<file path="src/peil_pkg.sv">
// How it works
// RL1 - global, module and source enables all gate; the charger flag has no source enable and is always enabled
// RL2 - flags set even when source disabled; pin flags are not set while their config enable bit is clear
// RL3 - firmware clears serviced flags in handler
// RL4 - firmware waits before returning from handler
// RL5 - single shared software-writable handler vector
// RL6 - handler vector resets to zero
// RL7 - source id names system or peripheral module
// RL8 - peripheral flag register gathers all events
// RL9 - pin interrupts gated by alternate function
// RL10 - connect flag when both lines high
// RL11 - disconnect flag after lag, adc on
// RL12 - partial flag when one line rises
// RL13 - charger flag on detect rising edge
// RL14 - brownout flag on exit, no wake
// RL15 - battery flag on protection entry
// RL16 - voltage flag on fresh average, adc on
// RL17 - current flag and charge update together
// RL18 - temperature flag on fresh average, adc on
// RL19 - timer flag on timer rollover pulse
// RL20 - handler reads flags, applies own priority
// RL21 - enable, type and polarity select trigger
// RL22 - request follows enabled pending flags
package peil_pkg;
    localparam int DW = 16;
    localparam int AW = 4;
    localparam int NFLAGS = 12;
    localparam int NPROT = 4;
    localparam int DISC_CW = 27;
    // register offsets
    localparam logic [AW-1:0] ADDR_VECTOR = 4'h0;
    localparam logic [AW-1:0] ADDR_SRC_ID = 4'h1;
    localparam logic [AW-1:0] ADDR_FLAGS = 4'h2;
    localparam logic [AW-1:0] ADDR_CONFIG = 4'h3;
    localparam logic [AW-1:0] ADDR_MASK = 4'h4;
    localparam logic [AW-1:0] ADDR_ALT = 4'h5;
    localparam logic [AW-1:0] ADDR_CTRL = 4'h6;
    localparam logic [AW-1:0] ADDR_PROT = 4'h7;
    // flag positions
    localparam int F_PIN0 = 0;
    localparam int F_PIN1 = 1;
    localparam int F_SCONN = 2;
    localparam int F_SDISC = 3;
    localparam int F_SPART = 4;
    localparam int F_CHG = 5;
    localparam int F_BO = 6;
    localparam int F_BATT = 7;
    localparam int F_VOLT = 8;
    localparam int F_CURR = 9;
    localparam int F_TEMP = 10;
    localparam int F_TIMER = 11;
    // config bits
    localparam int CFG_EN0 = 0;
    localparam int CFG_EN1 = 1;
    localparam int CFG_EDGE0 = 2;
    localparam int CFG_EDGE1 = 3;
    localparam int CFG_POL0 = 4;
    localparam int CFG_POL1 = 5;
    // control and source id bits
    localparam int CTRL_GLOBAL = 0;
    localparam int CTRL_SYS = 1;
    localparam int CTRL_PERIPH = 2;
    localparam int SRC_SYS = 0;
    localparam int SRC_PERIPH = 1;
    // reset values and writable fields
    localparam logic [DW-1:0] VECTOR_RST = 16'h0000;
    localparam logic [5:0] CONFIG_RST = 6'h00;
    localparam logic [NFLAGS-1:0] MASK_RST = 12'h000;
    localparam logic [NFLAGS-1:0] MASK_WR = 12'hFDC;
    localparam logic [NFLAGS-1:0] BO_ONLY = 12'h040;
    localparam logic [1:0] ALT_RST = 2'h0;
    localparam logic [2:0] CTRL_RST = 3'h0;
    // timing
    localparam int CLK_MHZ = 200;
    localparam int DISC_LAG_MS = 440;
    localparam int DISC_LAG_CYC = DISC_LAG_MS * CLK_MHZ * 1000;
endpackage

module peil_pin_detect
    import peil_pkg::*;
(
    // clock and reset
    input wire logic core_clk,
    input wire logic reset,
    // pin and its controls
    input wire logic pin_async,
    input wire logic enable,
    input wire logic edge_mode,
    input wire logic polarity,
    // detection
    output logic hit
);
    typedef struct packed {
        logic s1;
        logic s2;
        logic prev;
    } peil_pin_t;

    peil_pin_t st_q;
    peil_pin_t st_d;
    logic active;
    logic prev_active;

    always_comb
    begin
        st_d.s1 = pin_async;
        st_d.s2 = st_q.s1;
        st_d.prev = st_q.s2;
        if (reset)
        begin
            st_d = '0;
        end
        active = polarity ? st_q.s2 : ~st_q.s2; // [RL21]
        prev_active = polarity ? st_q.prev : ~st_q.prev;
        hit = enable & (edge_mode ? (active & ~prev_active) : active); // [RL21]
    end

    always_ff @(posedge core_clk)
    begin
        st_q <= st_d;
    end
endmodule // peil_pin_detect

</file>
<file path="src/peil_event_irq.sv">
// Design decisions made here: the register addresses and strobed register access.
module peil_event_irq
    import peil_pkg::*;
#(
    parameter int DISC_LAG_CYCLES = DISC_LAG_CYC
)
(
    // clock and reset
    input wire logic core_clk,
    input wire logic reset,
    // register port
    input wire logic [AW-1:0] reg_addr,
    input wire logic [DW-1:0] reg_wdata,
    input wire logic reg_wr,
    input wire logic reg_rd,
    output logic [DW-1:0] reg_rdata,
    // pins and comparators
    input wire logic pin0_irq,
    input wire logic pin1_irq,
    input wire logic serial_clk_pin,
    input wire logic serial_data_pin,
    input wire logic charger_detect,
    input wire logic brownout_active,
    // on-chip event sources
    input wire logic adc_on,
    input wire logic [NPROT-1:0] prot_cond,
    input wire logic voltage_stored,
    input wire logic current_stored,
    input wire logic temp_stored,
    input wire logic timer_rollover,
    input wire logic sys_irq_pending,
    // core side
    output logic irq_req,
    output logic irq_wake,
    output logic [DW-1:0] handler_vector,
    output logic accumulated_charge_update
);
    typedef struct packed {
        logic [1:0] ser_s1;
        logic [1:0] ser_s2;
        logic [1:0] ser_prev;
        logic chg_s1;
        logic chg_s2;
        logic chg_prev;
        logic bo_s1;
        logic bo_s2;
        logic bo_prev;
        logic prot_prev;
        logic [DISC_CW-1:0] disc_cnt;
        logic disc_done;
        logic [NFLAGS-1:0] flags;
        logic [DW-1:0] vector;
        logic [5:0] irq_cfg;
        logic [NFLAGS-1:0] mask;
        logic [1:0] alt;
        logic [2:0] ctrl;
        logic [NPROT-1:0] prot;
        logic [DW-1:0] rdata;
        logic irq;
        logic wake;
        logic charge_upd;
    } peil_state_t;

    localparam logic [DISC_CW-1:0] DISC_LAST = DISC_CW'(DISC_LAG_CYCLES - 1);

    peil_state_t st_q;
    peil_state_t st_d;
    logic hit0;
    logic hit1;
    logic [NFLAGS-1:0] set;
    logic [NFLAGS-1:0] clr;
    logic [NFLAGS-1:0] eff;
    logic [1:0] src;
    logic periph_pend;
    logic periph_wake;
    logic both_high;
    logic both_low;

    // pin detectors, flag set regardless of alternate function
    peil_pin_detect u_pin0 (
        .core_clk(core_clk),
        .reset(reset),
        .pin_async(pin0_irq),
        .enable(st_q.irq_cfg[CFG_EN0]),
        .edge_mode(st_q.irq_cfg[CFG_EDGE0]),
        .polarity(st_q.irq_cfg[CFG_POL0]),
        .hit(hit0)
    );

    peil_pin_detect u_pin1 (
        .core_clk(core_clk),
        .reset(reset),
        .pin_async(pin1_irq),
        .enable(st_q.irq_cfg[CFG_EN1]),
        .edge_mode(st_q.irq_cfg[CFG_EDGE1]),
        .polarity(st_q.irq_cfg[CFG_POL1]),
        .hit(hit1)
    );

    always_comb
    begin
        st_d = st_q;
        // synchronisers
        st_d.ser_s1 = {serial_data_pin, serial_clk_pin};
        st_d.ser_s2 = st_q.ser_s1;
        st_d.ser_prev = st_q.ser_s2;
        st_d.chg_s1 = charger_detect;
        st_d.chg_s2 = st_q.chg_s1;
        st_d.chg_prev = st_q.chg_s2;
        st_d.bo_s1 = brownout_active;
        st_d.bo_s2 = st_q.bo_s1;
        st_d.bo_prev = st_q.bo_s2;
        st_d.prot_prev = |prot_cond;
        st_d.prot = prot_cond; // [RL15]
        both_high = &st_q.ser_s2;
        both_low = ~|st_q.ser_s2;
        // event detection
        set = '0;
        set[F_PIN0] = hit0; // [RL9]
        set[F_PIN1] = hit1; // [RL9]
        set[F_SCONN] = both_high & ~(&st_q.ser_prev); // [RL10]
        set[F_SPART] = (~|st_q.ser_prev) & (^st_q.ser_s2); // [RL12]
        set[F_CHG] = st_q.chg_s2 & ~st_q.chg_prev; // [RL13]
        set[F_BO] = ~st_q.bo_s2 & st_q.bo_prev; // [RL14]
        set[F_BATT] = (|prot_cond) & ~st_q.prot_prev; // [RL15]
        set[F_VOLT] = voltage_stored & adc_on; // [RL16]
        set[F_CURR] = current_stored; // [RL17]
        set[F_TEMP] = temp_stored & adc_on; // [RL18]
        set[F_TIMER] = timer_rollover; // [RL19]
        // disconnect lag timer
        if (!both_low || !adc_on)
        begin
            st_d.disc_cnt = '0; // [RL11]
            st_d.disc_done = 1'b0;
        end
        else if (!st_q.disc_done)
        begin
            if (st_q.disc_cnt == DISC_LAST)
            begin
                set[F_SDISC] = 1'b1; // [RL11]
                st_d.disc_done = 1'b1;
            end
            else
            begin
                st_d.disc_cnt = st_q.disc_cnt + 1'b1;
            end
        end
        // write one to clear, set wins
        clr = '0;
        if (reg_wr && reg_addr == ADDR_FLAGS)
        begin
            clr = reg_wdata[NFLAGS-1:0];
        end
        st_d.flags = (st_q.flags & ~clr) | set; // [RL2] [RL8]
        // register writes
        if (reg_wr)
        begin
            if (reg_addr == ADDR_VECTOR)
            begin
                st_d.vector = reg_wdata; // [RL5]
            end
            else if (reg_addr == ADDR_CONFIG)
            begin
                st_d.irq_cfg = reg_wdata[5:0];
            end
            else if (reg_addr == ADDR_MASK)
            begin
                st_d.mask = reg_wdata[NFLAGS-1:0] & MASK_WR;
            end
            else if (reg_addr == ADDR_ALT)
            begin
                st_d.alt = reg_wdata[1:0];
            end
            else if (reg_addr == ADDR_CTRL)
            begin
                st_d.ctrl = reg_wdata[2:0];
            end
        end
        // effective per-source enables
        eff = st_q.mask;
        eff[F_PIN0] = st_q.alt[0] & st_q.irq_cfg[CFG_EN0]; // [RL9]
        eff[F_PIN1] = st_q.alt[1] & st_q.irq_cfg[CFG_EN1]; // [RL9]
        eff[F_CHG] = 1'b1;
        periph_pend = st_q.ctrl[CTRL_PERIPH] & (|(st_q.flags & eff));
        periph_wake = st_q.ctrl[CTRL_PERIPH] & (|(st_q.flags & eff & ~BO_ONLY)); // [RL14]
        src = '0;
        src[SRC_SYS] = st_q.ctrl[CTRL_SYS] & sys_irq_pending; // [RL7]
        src[SRC_PERIPH] = periph_pend; // [RL7]
        st_d.irq = st_q.ctrl[CTRL_GLOBAL] & (|src); // [RL1] [RL22]
        st_d.wake = st_q.ctrl[CTRL_GLOBAL] & (src[SRC_SYS] | periph_wake); // [RL14]
        st_d.charge_upd = current_stored; // [RL17]
        // read data, valid the cycle after the strobe
        st_d.rdata = '0;
        if (reg_rd)
        begin
            if (reg_addr == ADDR_VECTOR)
            begin
                st_d.rdata = st_q.vector;
            end
            else if (reg_addr == ADDR_SRC_ID)
            begin
                st_d.rdata = {14'h0000, src}; // [RL7]
            end
            else if (reg_addr == ADDR_FLAGS)
            begin
                st_d.rdata = {4'h0, st_q.flags};
            end
            else if (reg_addr == ADDR_CONFIG)
            begin
                st_d.rdata = {10'h000, st_q.irq_cfg};
            end
            else if (reg_addr == ADDR_MASK)
            begin
                st_d.rdata = {4'h0, st_q.mask};
            end
            else if (reg_addr == ADDR_ALT)
            begin
                st_d.rdata = {14'h0000, st_q.alt};
            end
            else if (reg_addr == ADDR_CTRL)
            begin
                st_d.rdata = {13'h0000, st_q.ctrl};
            end
            else if (reg_addr == ADDR_PROT)
            begin
                st_d.rdata = {12'h000, st_q.prot}; // [RL15]
            end
        end
        if (reset)
        begin
            st_d = '0;
            // history keeps sampling so no false edge follows reset
            st_d.ser_s1 = {serial_data_pin, serial_clk_pin};
            st_d.ser_s2 = st_q.ser_s1;
            st_d.ser_prev = st_q.ser_s2;
            st_d.chg_s1 = charger_detect;
            st_d.chg_s2 = st_q.chg_s1;
            st_d.chg_prev = st_q.chg_s2;
            st_d.bo_s1 = brownout_active;
            st_d.bo_s2 = st_q.bo_s1;
            st_d.bo_prev = st_q.bo_s2;
            st_d.prot_prev = |prot_cond;
            st_d.vector = VECTOR_RST; // [RL6]
            st_d.irq_cfg = CONFIG_RST;
            st_d.mask = MASK_RST;
            st_d.alt = ALT_RST;
            st_d.ctrl = CTRL_RST;
        end
    end

    always_ff @(posedge core_clk)
    begin
        st_q <= st_d;
    end

    assign reg_rdata = st_q.rdata;
    assign irq_req = st_q.irq;
    assign irq_wake = st_q.wake;
    assign handler_vector = st_q.vector;
    assign accumulated_charge_update = st_q.charge_upd;
endmodule // peil_event_irq

</file>
<file path="config.mk">
export PLATFORM = sky130hd
export DESIGN_NAME = peil_event_irq
export DESIGN_NICKNAME = d
export VERILOG_FILES = /design/src/peil_pkg.sv /design/src/peil_event_irq.sv
export SDC_FILE = /design/constraint.sdc
export NUM_CORES = 1
export LEC_CHECK = 0
export ABC_AREA = 1
export BUFFER_PORTS_ARGS = -buffer_cell sky130_fd_sc_hd__buf_2
export CORE_MARGIN = 8
export CORE_UTILIZATION = 50
export CTS_CLUSTER_DIAMETER = 40
export DETAILED_ROUTE_END_ITERATION = 12
export PLACE_DENSITY = 0.74
export SETUP_SLACK_MARGIN = 0.15
export SKIP_LAST_GASP = 1
export SLEW_MARGIN = 5
export SYNTH_ARGS = -nofsm -noshare
export SYNTH_HDL_FRONTEND = slang
export SYNTH_SLANG_ARGS = --single-unit
</file>
<file path="constraint.sdc">
create_clock -name core_clk -period 1.7 [get_ports core_clk]
set_clock_uncertainty 0.2 [all_clocks]
set_input_delay 0.34 -clock core_clk [delete_from_list [all_inputs] [get_ports core_clk]]
set_output_delay 0.34 -clock core_clk [all_outputs]
set_load 0.03 [all_outputs]
</file>
# Word level (Yosys, flattened, before mapping)
# Index checks and enable logic that the tools add are counted.
# classes
n_addsub	1
multipliers	0
n_div	0
magnitude_cmp	0
n_eq_ne	8
shifts	0
muxes	20
n_bitwise	40
reduce_logical	22
# op_table
op	count
two-way mux 12 bit	5
two-way mux 28 bit	1
adder 27 x 1 -> 27 bit, second input constant	1
== test 27 bit, second input constant	1
two-way mux 27 bit	1
bitwise AND 12 bit	2
bitwise AND 1 bit	18
NOT 1 bit	17
== test 4 x 3 -> 1 bit, second input constant	4
two-way mux 16 bit	1
two-way mux 4 bit	3
NOT 12 bit	1
bitwise OR 12 bit	1
OR reduction 12 bit	1
OR reduction 11 bit	1
OR reduction 2 bit	5
two-way mux 1 bit	9
== test 4 x 2 -> 1 bit, second input constant	2
AND reduction 2 bit	4
AND reduction 6 bit	1
AND reduction 5 bit	1
== test 4 x 1 -> 1 bit, second input constant	1
zero test 4 bit	1
AND reduction 4 bit	1
7 further kinds	8
# word_totals
reg_bits	118
latchBits	0
ramBits	0
mem_bits_ro	0
in_bits	40
output_inout_bits	35
elab_cells	120
mem_count	0

# Depth between registers and ports, before layout
# logic_depth
word_depth	9
ltp_mapped	11
depth_no_buf	10

# By module
# Synthesis repeated with hierarchy kept, for this count alone.
# hier_totals
cells_unflattened	783
hier_area_um2	5434.0
# modules_own_cells
module	n_inst	cells_per_inst	area_each_um2
peil_event_irq	1	749	5196.2
peil_pin_detect	2	17	118.9

# Worst setup path before layout
# No wires, ideal clock.
# synth_path
kind	flip-flop to flip-flop
startpoint	register st_q[75] in the netlist's numbering
endpoint	register st_q[93] in the netlist's numbering
setup_time_ns	0.071
arrival_time_ns	1.634
t_required_ns	1.429
slack_ns	-0.205
path_stages_with_launch	11
synth_period_minus_slack_ns	1.905
cell_sequence	dfxtp_1 > ha_1 > inv_1 > nor2_4 > nand2_4 > clkinv_4 > nand2_4 > o21ai_4 > buf_6 > nand2_1 > a21oi_2
# synth_via
elab_chain_cells	3
# synth_rtl
item	line_no	rtl
start, declared	peil_event_irq.sv:66	peil_state_t st_q;
start signal, assigned	peil_event_irq.sv:253	st_q <= st_d;
parallel branches: the longest is 3 deep, another holds adder 27 x 1 -> 27 bit	--	
# Several ways; the timed one is not identified.
# A chain may end at the register's enable or synchronous reset.

# Final worst setup path
# layout_path
startpoint	register st_q[97] in the netlist's numbering
endpoint	register st_q[77] in the netlist's numbering
# layout_via
elab_chain_cells	3
# layout_rtl
item	line_no	rtl
== test 27 bit	peil_event_irq.sv:138	if (st_q.disc_cnt == DISC_LAST)
NOT 1 bit (no line)	--	
AND reduction 2 bit (no line)	--	
# No other way between the ends.

==> flow_summary.html <==
<table>
<tr><th>Metric</th><th>Value</th></tr>
<tr><th colspan="2">Timing</th></tr>
<tr><td>Period minus WS final</td><td>around 1800 ps</td></tr>
<tr><td>Final hold vios</td><td>0</td></tr>
<tr><td>FMAX</td><td>about 560 MHz</td></tr>
<tr><td>Setup repair after global routing missed its margin</td><td>true</td></tr>
<tr><td>Transition at the pin with the smallest max-transition slack</td><td>513 ps</td></tr>
<tr><td>Final Max Tran Viols</td><td>0</td></tr>
<tr><td>Final setup violation count</td><td>27</td></tr>
<tr><td>Worst setup slack after layout</td><td>-85.5 ps</td></tr>
<tr><td>Post-route fraction of the period consumed by the critical path</td><td>1.05</td></tr>
<tr><td>Worst-case headroom to the max-slew limit</td><td>0.657</td></tr>
<tr><td>Worst hold slack after final layout</td><td>26.7 ps</td></tr>
<tr><th colspan="2">Die</th></tr>
<tr><td>Die area</td><td>between 10,000 and 15,000 sq um</td></tr>
<tr><td>Die X</td><td>around 120 um</td></tr>
<tr><td>Std-Cell Rows</td><td>38</td></tr>
<tr><td>Initial core utilization</td><td>0.509</td></tr>
<tr><td>Core Region</td><td>10,700 sq um</td></tr>
<tr><td>Io pins</td><td>75</td></tr>
<tr><td>Die span in y</td><td>~120 um</td></tr>
<tr><th colspan="2">Power</th></tr>
<tr><td>VDD IR-drop max</td><td>roughly 580 uV</td></tr>
<tr><td>Static Leak</td><td>around 3.2 nW</td></tr>
<tr><td>Power per cell area</td><td>~900 nW/um^2</td></tr>
<tr><th colspan="2">Clock tree</th></tr>
<tr><td>Clock latency of the later-clocked register in the worst-skew pair</td><td>530 ps</td></tr>
<tr><td>TritonCTS clock tree</td><td>done</td></tr>
<tr><td>Clock-pin slew reported for the worst setup and hold paths after clock tree synthesis</td><td>approximately 60 ps</td></tr>
<tr><td>Maximum count of clock buffers along a single path</td><td>2</td></tr>
<tr><td>Total clock buffers created by CTS</td><td>17</td></tr>
<tr><td>Deepest level of the CTS H-tree</td><td>4</td></tr>
<tr><td>Cell at the root of the clock tree</td><td>clkbuf_8</td></tr>
<tr><td>Number of clock sinks</td><td>between 100 and 150</td></tr>
<tr><th colspan="2">Placed design</th></tr>
<tr><td>Dpl hpwl</td><td>approximately 11,000 um</td></tr>
<tr><td># port buffers</td><td>74</td></tr>
<tr><td>Final Wtd Congestion</td><td>around 0.9</td></tr>
<tr><th colspan="2">Synth</th></tr>
<tr><td>Syn_nets</td><td>between 800 and 900</td></tr>
<tr><td>Post-Syn Area per Cell</td><td>slightly above 7 sq um</td></tr>
<tr><td>Combined area of all synthesized cells</td><td>about 5500 sq um</td></tr>
<tr><td>Leading post-synthesis cells by cell area</td><td>dfxtp_1 43%, nand2_1 13%, a21oi_1 5.5%</td></tr>
<tr><td>Post-Syn Instances</td><td>around 760</td></tr>
<tr><td>Async set or reset register ratio after synthesis</td><td>0</td></tr>
<tr><td>Most used standard cell by instance count after synthesis</td><td>nand2_1</td></tr>
<tr><td>Fraction of post-synthesis cell area in the top cell type by area</td><td>0.432</td></tr>
<tr><td>Number of synthesized register bits</td><td>about 120</td></tr>
<tr><td>Post-synthesis cell type with the largest combined area</td><td>dfxtp_1</td></tr>
<tr><td>Cell types with the highest counts after synthesis</td><td>195 x nand2_1, 118 x dfxtp_1, 80 x inv_1</td></tr>
<tr><td>Top flip-flop cell by instance count after synthesis</td><td>dfxtp_1</td></tr>
<tr><td>Number of different library cells in the post-synthesis netlist</td><td>35</td></tr>
<tr><td>Synthesis warning total</td><td>0</td></tr>
<tr><td>Count of flip-flops with a built-in enable after synthesis</td><td>0</td></tr>
<tr><td>Sequential fraction of the synthesis area</td><td>0.432</td></tr>
<tr><th colspan="2">Drt</th></tr>
<tr><td>Total detailed-routing wirelength</td><td>16,500 um</td></tr>
<tr><td>Pre-antenna DRT Iters</td><td>7</td></tr>
<tr><td>DRC viols</td><td>0</td></tr>
<tr><td>Avg Vias per Cell</td><td>between 5 and 6</td></tr>
<tr><td>Initial DRC Count</td><td>509</td></tr>
<tr><td>Per-cell routed wire length</td><td>approximately 15 um</td></tr>
<tr><td>Final antenna-violating net count</td><td>0</td></tr>
<tr><td>Number of vias after detailed routing</td><td>roughly 5,600</td></tr>
<tr><th colspan="2">Final layout</th></tr>
<tr><td>Number of antenna cells inserted</td><td>0</td></tr>
<tr><td>Final layout net count</td><td>966</td></tr>
<tr><td>Layout cell share with drive strength beyond 1</td><td>0.317</td></tr>
<tr><td>Final cell utilization of the core</td><td>0.720</td></tr>
<tr><td>Synth-to-Final Area Change</td><td>41.3%</td></tr>
<tr><td>Number of fill cells</td><td>slightly below 800</td></tr>
<tr><th colspan="2">Critical path</th></tr>
<tr><td>Reg2reg start</td><td>st_q[97]</td></tr>
<tr><td>Startpoint type of the worst setup path</td><td>register</td></tr>
<tr><td>Reg-to-reg endpoint</td><td>st_q[77]</td></tr>
<tr><td>Crit path DAT</td><td>2050 ps</td></tr>
<tr><td>FF-to-FF path depth</td><td>10</td></tr>
<tr><td>Worst Path Required</td><td>around 2000 ps</td></tr>
<tr><td>Setup slack on the worst flop-to-flop path</td><td>-90 ps</td></tr>
<tr><td>Worst setup EP type</td><td>register</td></tr>
<tr><td>Critical path's largest stage delay</td><td>310 ps</td></tr>
<tr><td>Cell family contributing the most delay on the critical path</td><td>buffers and inverters</td></tr>
<tr><td>Beginning of the critical path</td><td>st_q[97]</td></tr>
<tr><td>Kind of critical path</td><td>register to register</td></tr>
<tr><td>Total buffers and inverters traversed by the critical path</td><td>4</td></tr>
<tr><td>Slowest CP cell</td><td>dfxtp_1</td></tr>
<tr><td>Highest net fanout along the worst path</td><td>7</td></tr>
<tr><td>Crit. path cell count</td><td>10</td></tr>
<tr><td>Worst setup endpoint</td><td>st_q[77]</td></tr>
<tr><td>Chain of cells forming the critical path</td><td>inv_1 &gt; nand2_1 &gt; nor2_2 &gt; nand3b_1 &gt; buf_4 &gt; o21ai_4 &gt; buf_4 &gt; buf_16 &gt; nand2_1 &gt; a21oi_2</td></tr>
<tr><th colspan="2">Worst hold path</th></tr>
<tr><td>Worst Hold Class</td><td>input pin to register</td></tr>
<tr><th colspan="2">GRT</th></tr>
<tr><td>Global route total overflow</td><td>0</td></tr>
<tr><td>Largest net degree at the start of global routing</td><td>31</td></tr>
<tr><td>Number of global-route vias before repair</td><td>~5,400</td></tr>
<tr><td>Number of antenna violations at the first check in global routing</td><td>0</td></tr>
<tr><td>Wire length of the first global-routing pass</td><td>around 26,000 um</td></tr>
<tr><td>Gr usage total</td><td>0.222</td></tr>
<tr><th colspan="2">Status</th></tr>
<tr><td>Violated checks</td><td>negative setup slack</td></tr>
<tr><td>Outcome</td><td>finished with violations</td></tr>
<tr><th colspan="2">Run</th></tr>
<tr><td>Max capacitance violation total</td><td>0</td></tr>
</table>
==> stage by stage <==
step,instance area (sq um),TNS (ps),power (W),setup slack (ps),std cells
CTS,7620,-417,0.00695,-32.6,1073
detailed placement,6280,-6920,0.00324,-283,989
floorplan,5530,0,0.00310,15.0,758
global route,7730,-3410,0.00714,-172,1076
finish,7730,-1300,0.00694,-85.5,1076
global placement,6280,-4630,0.00323,-191,989
==> power by group <==
| group | switching (W) | internal (W) | leakage, nW | total (W) |
|---|---|---|---|---|
| registers | 0.0000347 | 0.00283 | 0.975 | 0.00287 |
| clock network | 0.00140 | 0.00227 | 0.295 | 0.00366 |
| logic | 0.000224 | 0.000182 | 1.90 | 0.000406 |
| total | 0.00166 | 0.00528 | 3.17 | 0.00694 |
==> area by class of cell <==
class	instances	area, sq um	area share
Clock inverter	15	190	0.0246
Tap cell	140	175	0.0227
Timing Repair Buffer	198	1680	0.218
Sequential cell	118	2400	0.310
Clock buffer	17	414	0.0536
Inverter	84	323	0.0417
Multi-Input combinational cell	504	2550	0.330
==> cells by family after synthesis <==
kind of cell / count (synthesis) / share of synthesized area
buffers and inverters: 137 / 0.120
adders and majority gates: 3 / 0.00686
xor gates and xnor gates: 14 / 0.0224
and+or+nand+nor: 341 / 0.266
DFF: 118 / 0.432
AOI/OAI and AO/OA: 145 / 0.153
==> sequential cells by signal, summed over array words and instances (netlist names) <==
name	cells
reg_rdata	16
eff	9
handler_vector	16
u_pin0.st_q	3
st_q	68
accumulated_charge_update	1
u_pin1.st_q	3
irq_req	1
irq_wake	1
==> timing repair <==
action / 4_1_cts / 5_1_grt
endpoints found under the hold margin: 55 / 0
pin swaps: 5 / 6
setup buffers: 14 / 3
resized for setup: 83 / 28
hold buffers: 35 / 0
endpoints found under the setup margin: 64 / 59
gates cloned: 3 / 1
==> worst min-delay path, delay by kind of cell <==
| kind | cells | cell delay (ps) |
|---|---|---|
| compound gates | 1 | 160 |
| buf+inv | 1 | 90 |
| simple gates | 1 | 110 |
==> worst min-delay path by stage <==
stage,end,startpoint,cells after the start
6_report,reg_rdata[5],reg_rd,3
5_1_grt,handler_vector[3],reg_wr,3
4_1_cts,handler_vector[1],reg_wr,3
3_5_place_dp,st_q[104],st_q[105],0
3_3_place_gp,st_q[111],st_q[113],0
2_1_floorplan,st_q[104],st_q[105],0
==> routing by layer <==
metal  part of all wire  track usage  vias up  wire [um]
li1                   -            -     2721          -
met1               0.40        0.262     2535       6660
met2               0.49        0.379      275       8080
met3              0.080       0.0522       44       1320
met4              0.025       0.0913        0        404
met5                  0            0        -          0
==> cell usage in the layout, fill, tap and decap left out, drive strengths merged <==
master and n:
o22ai 4, xor2 9, clkinv 6, nand2 212
a31oi 1, nor3 3, o2111ai 1, bufinv 3
o211a 1, dfxtp 118, xnor2 5, ha 3
buf 163, inv 89, nand3b 2, a21oi 80
clkbuf 18, nor2 76, o211ai 3, clkinvlp 1
nand3 45, o21ai 54, nand4 4, dlygate4sd3 34
o221ai 1
(Power assumes the default switching activity.)
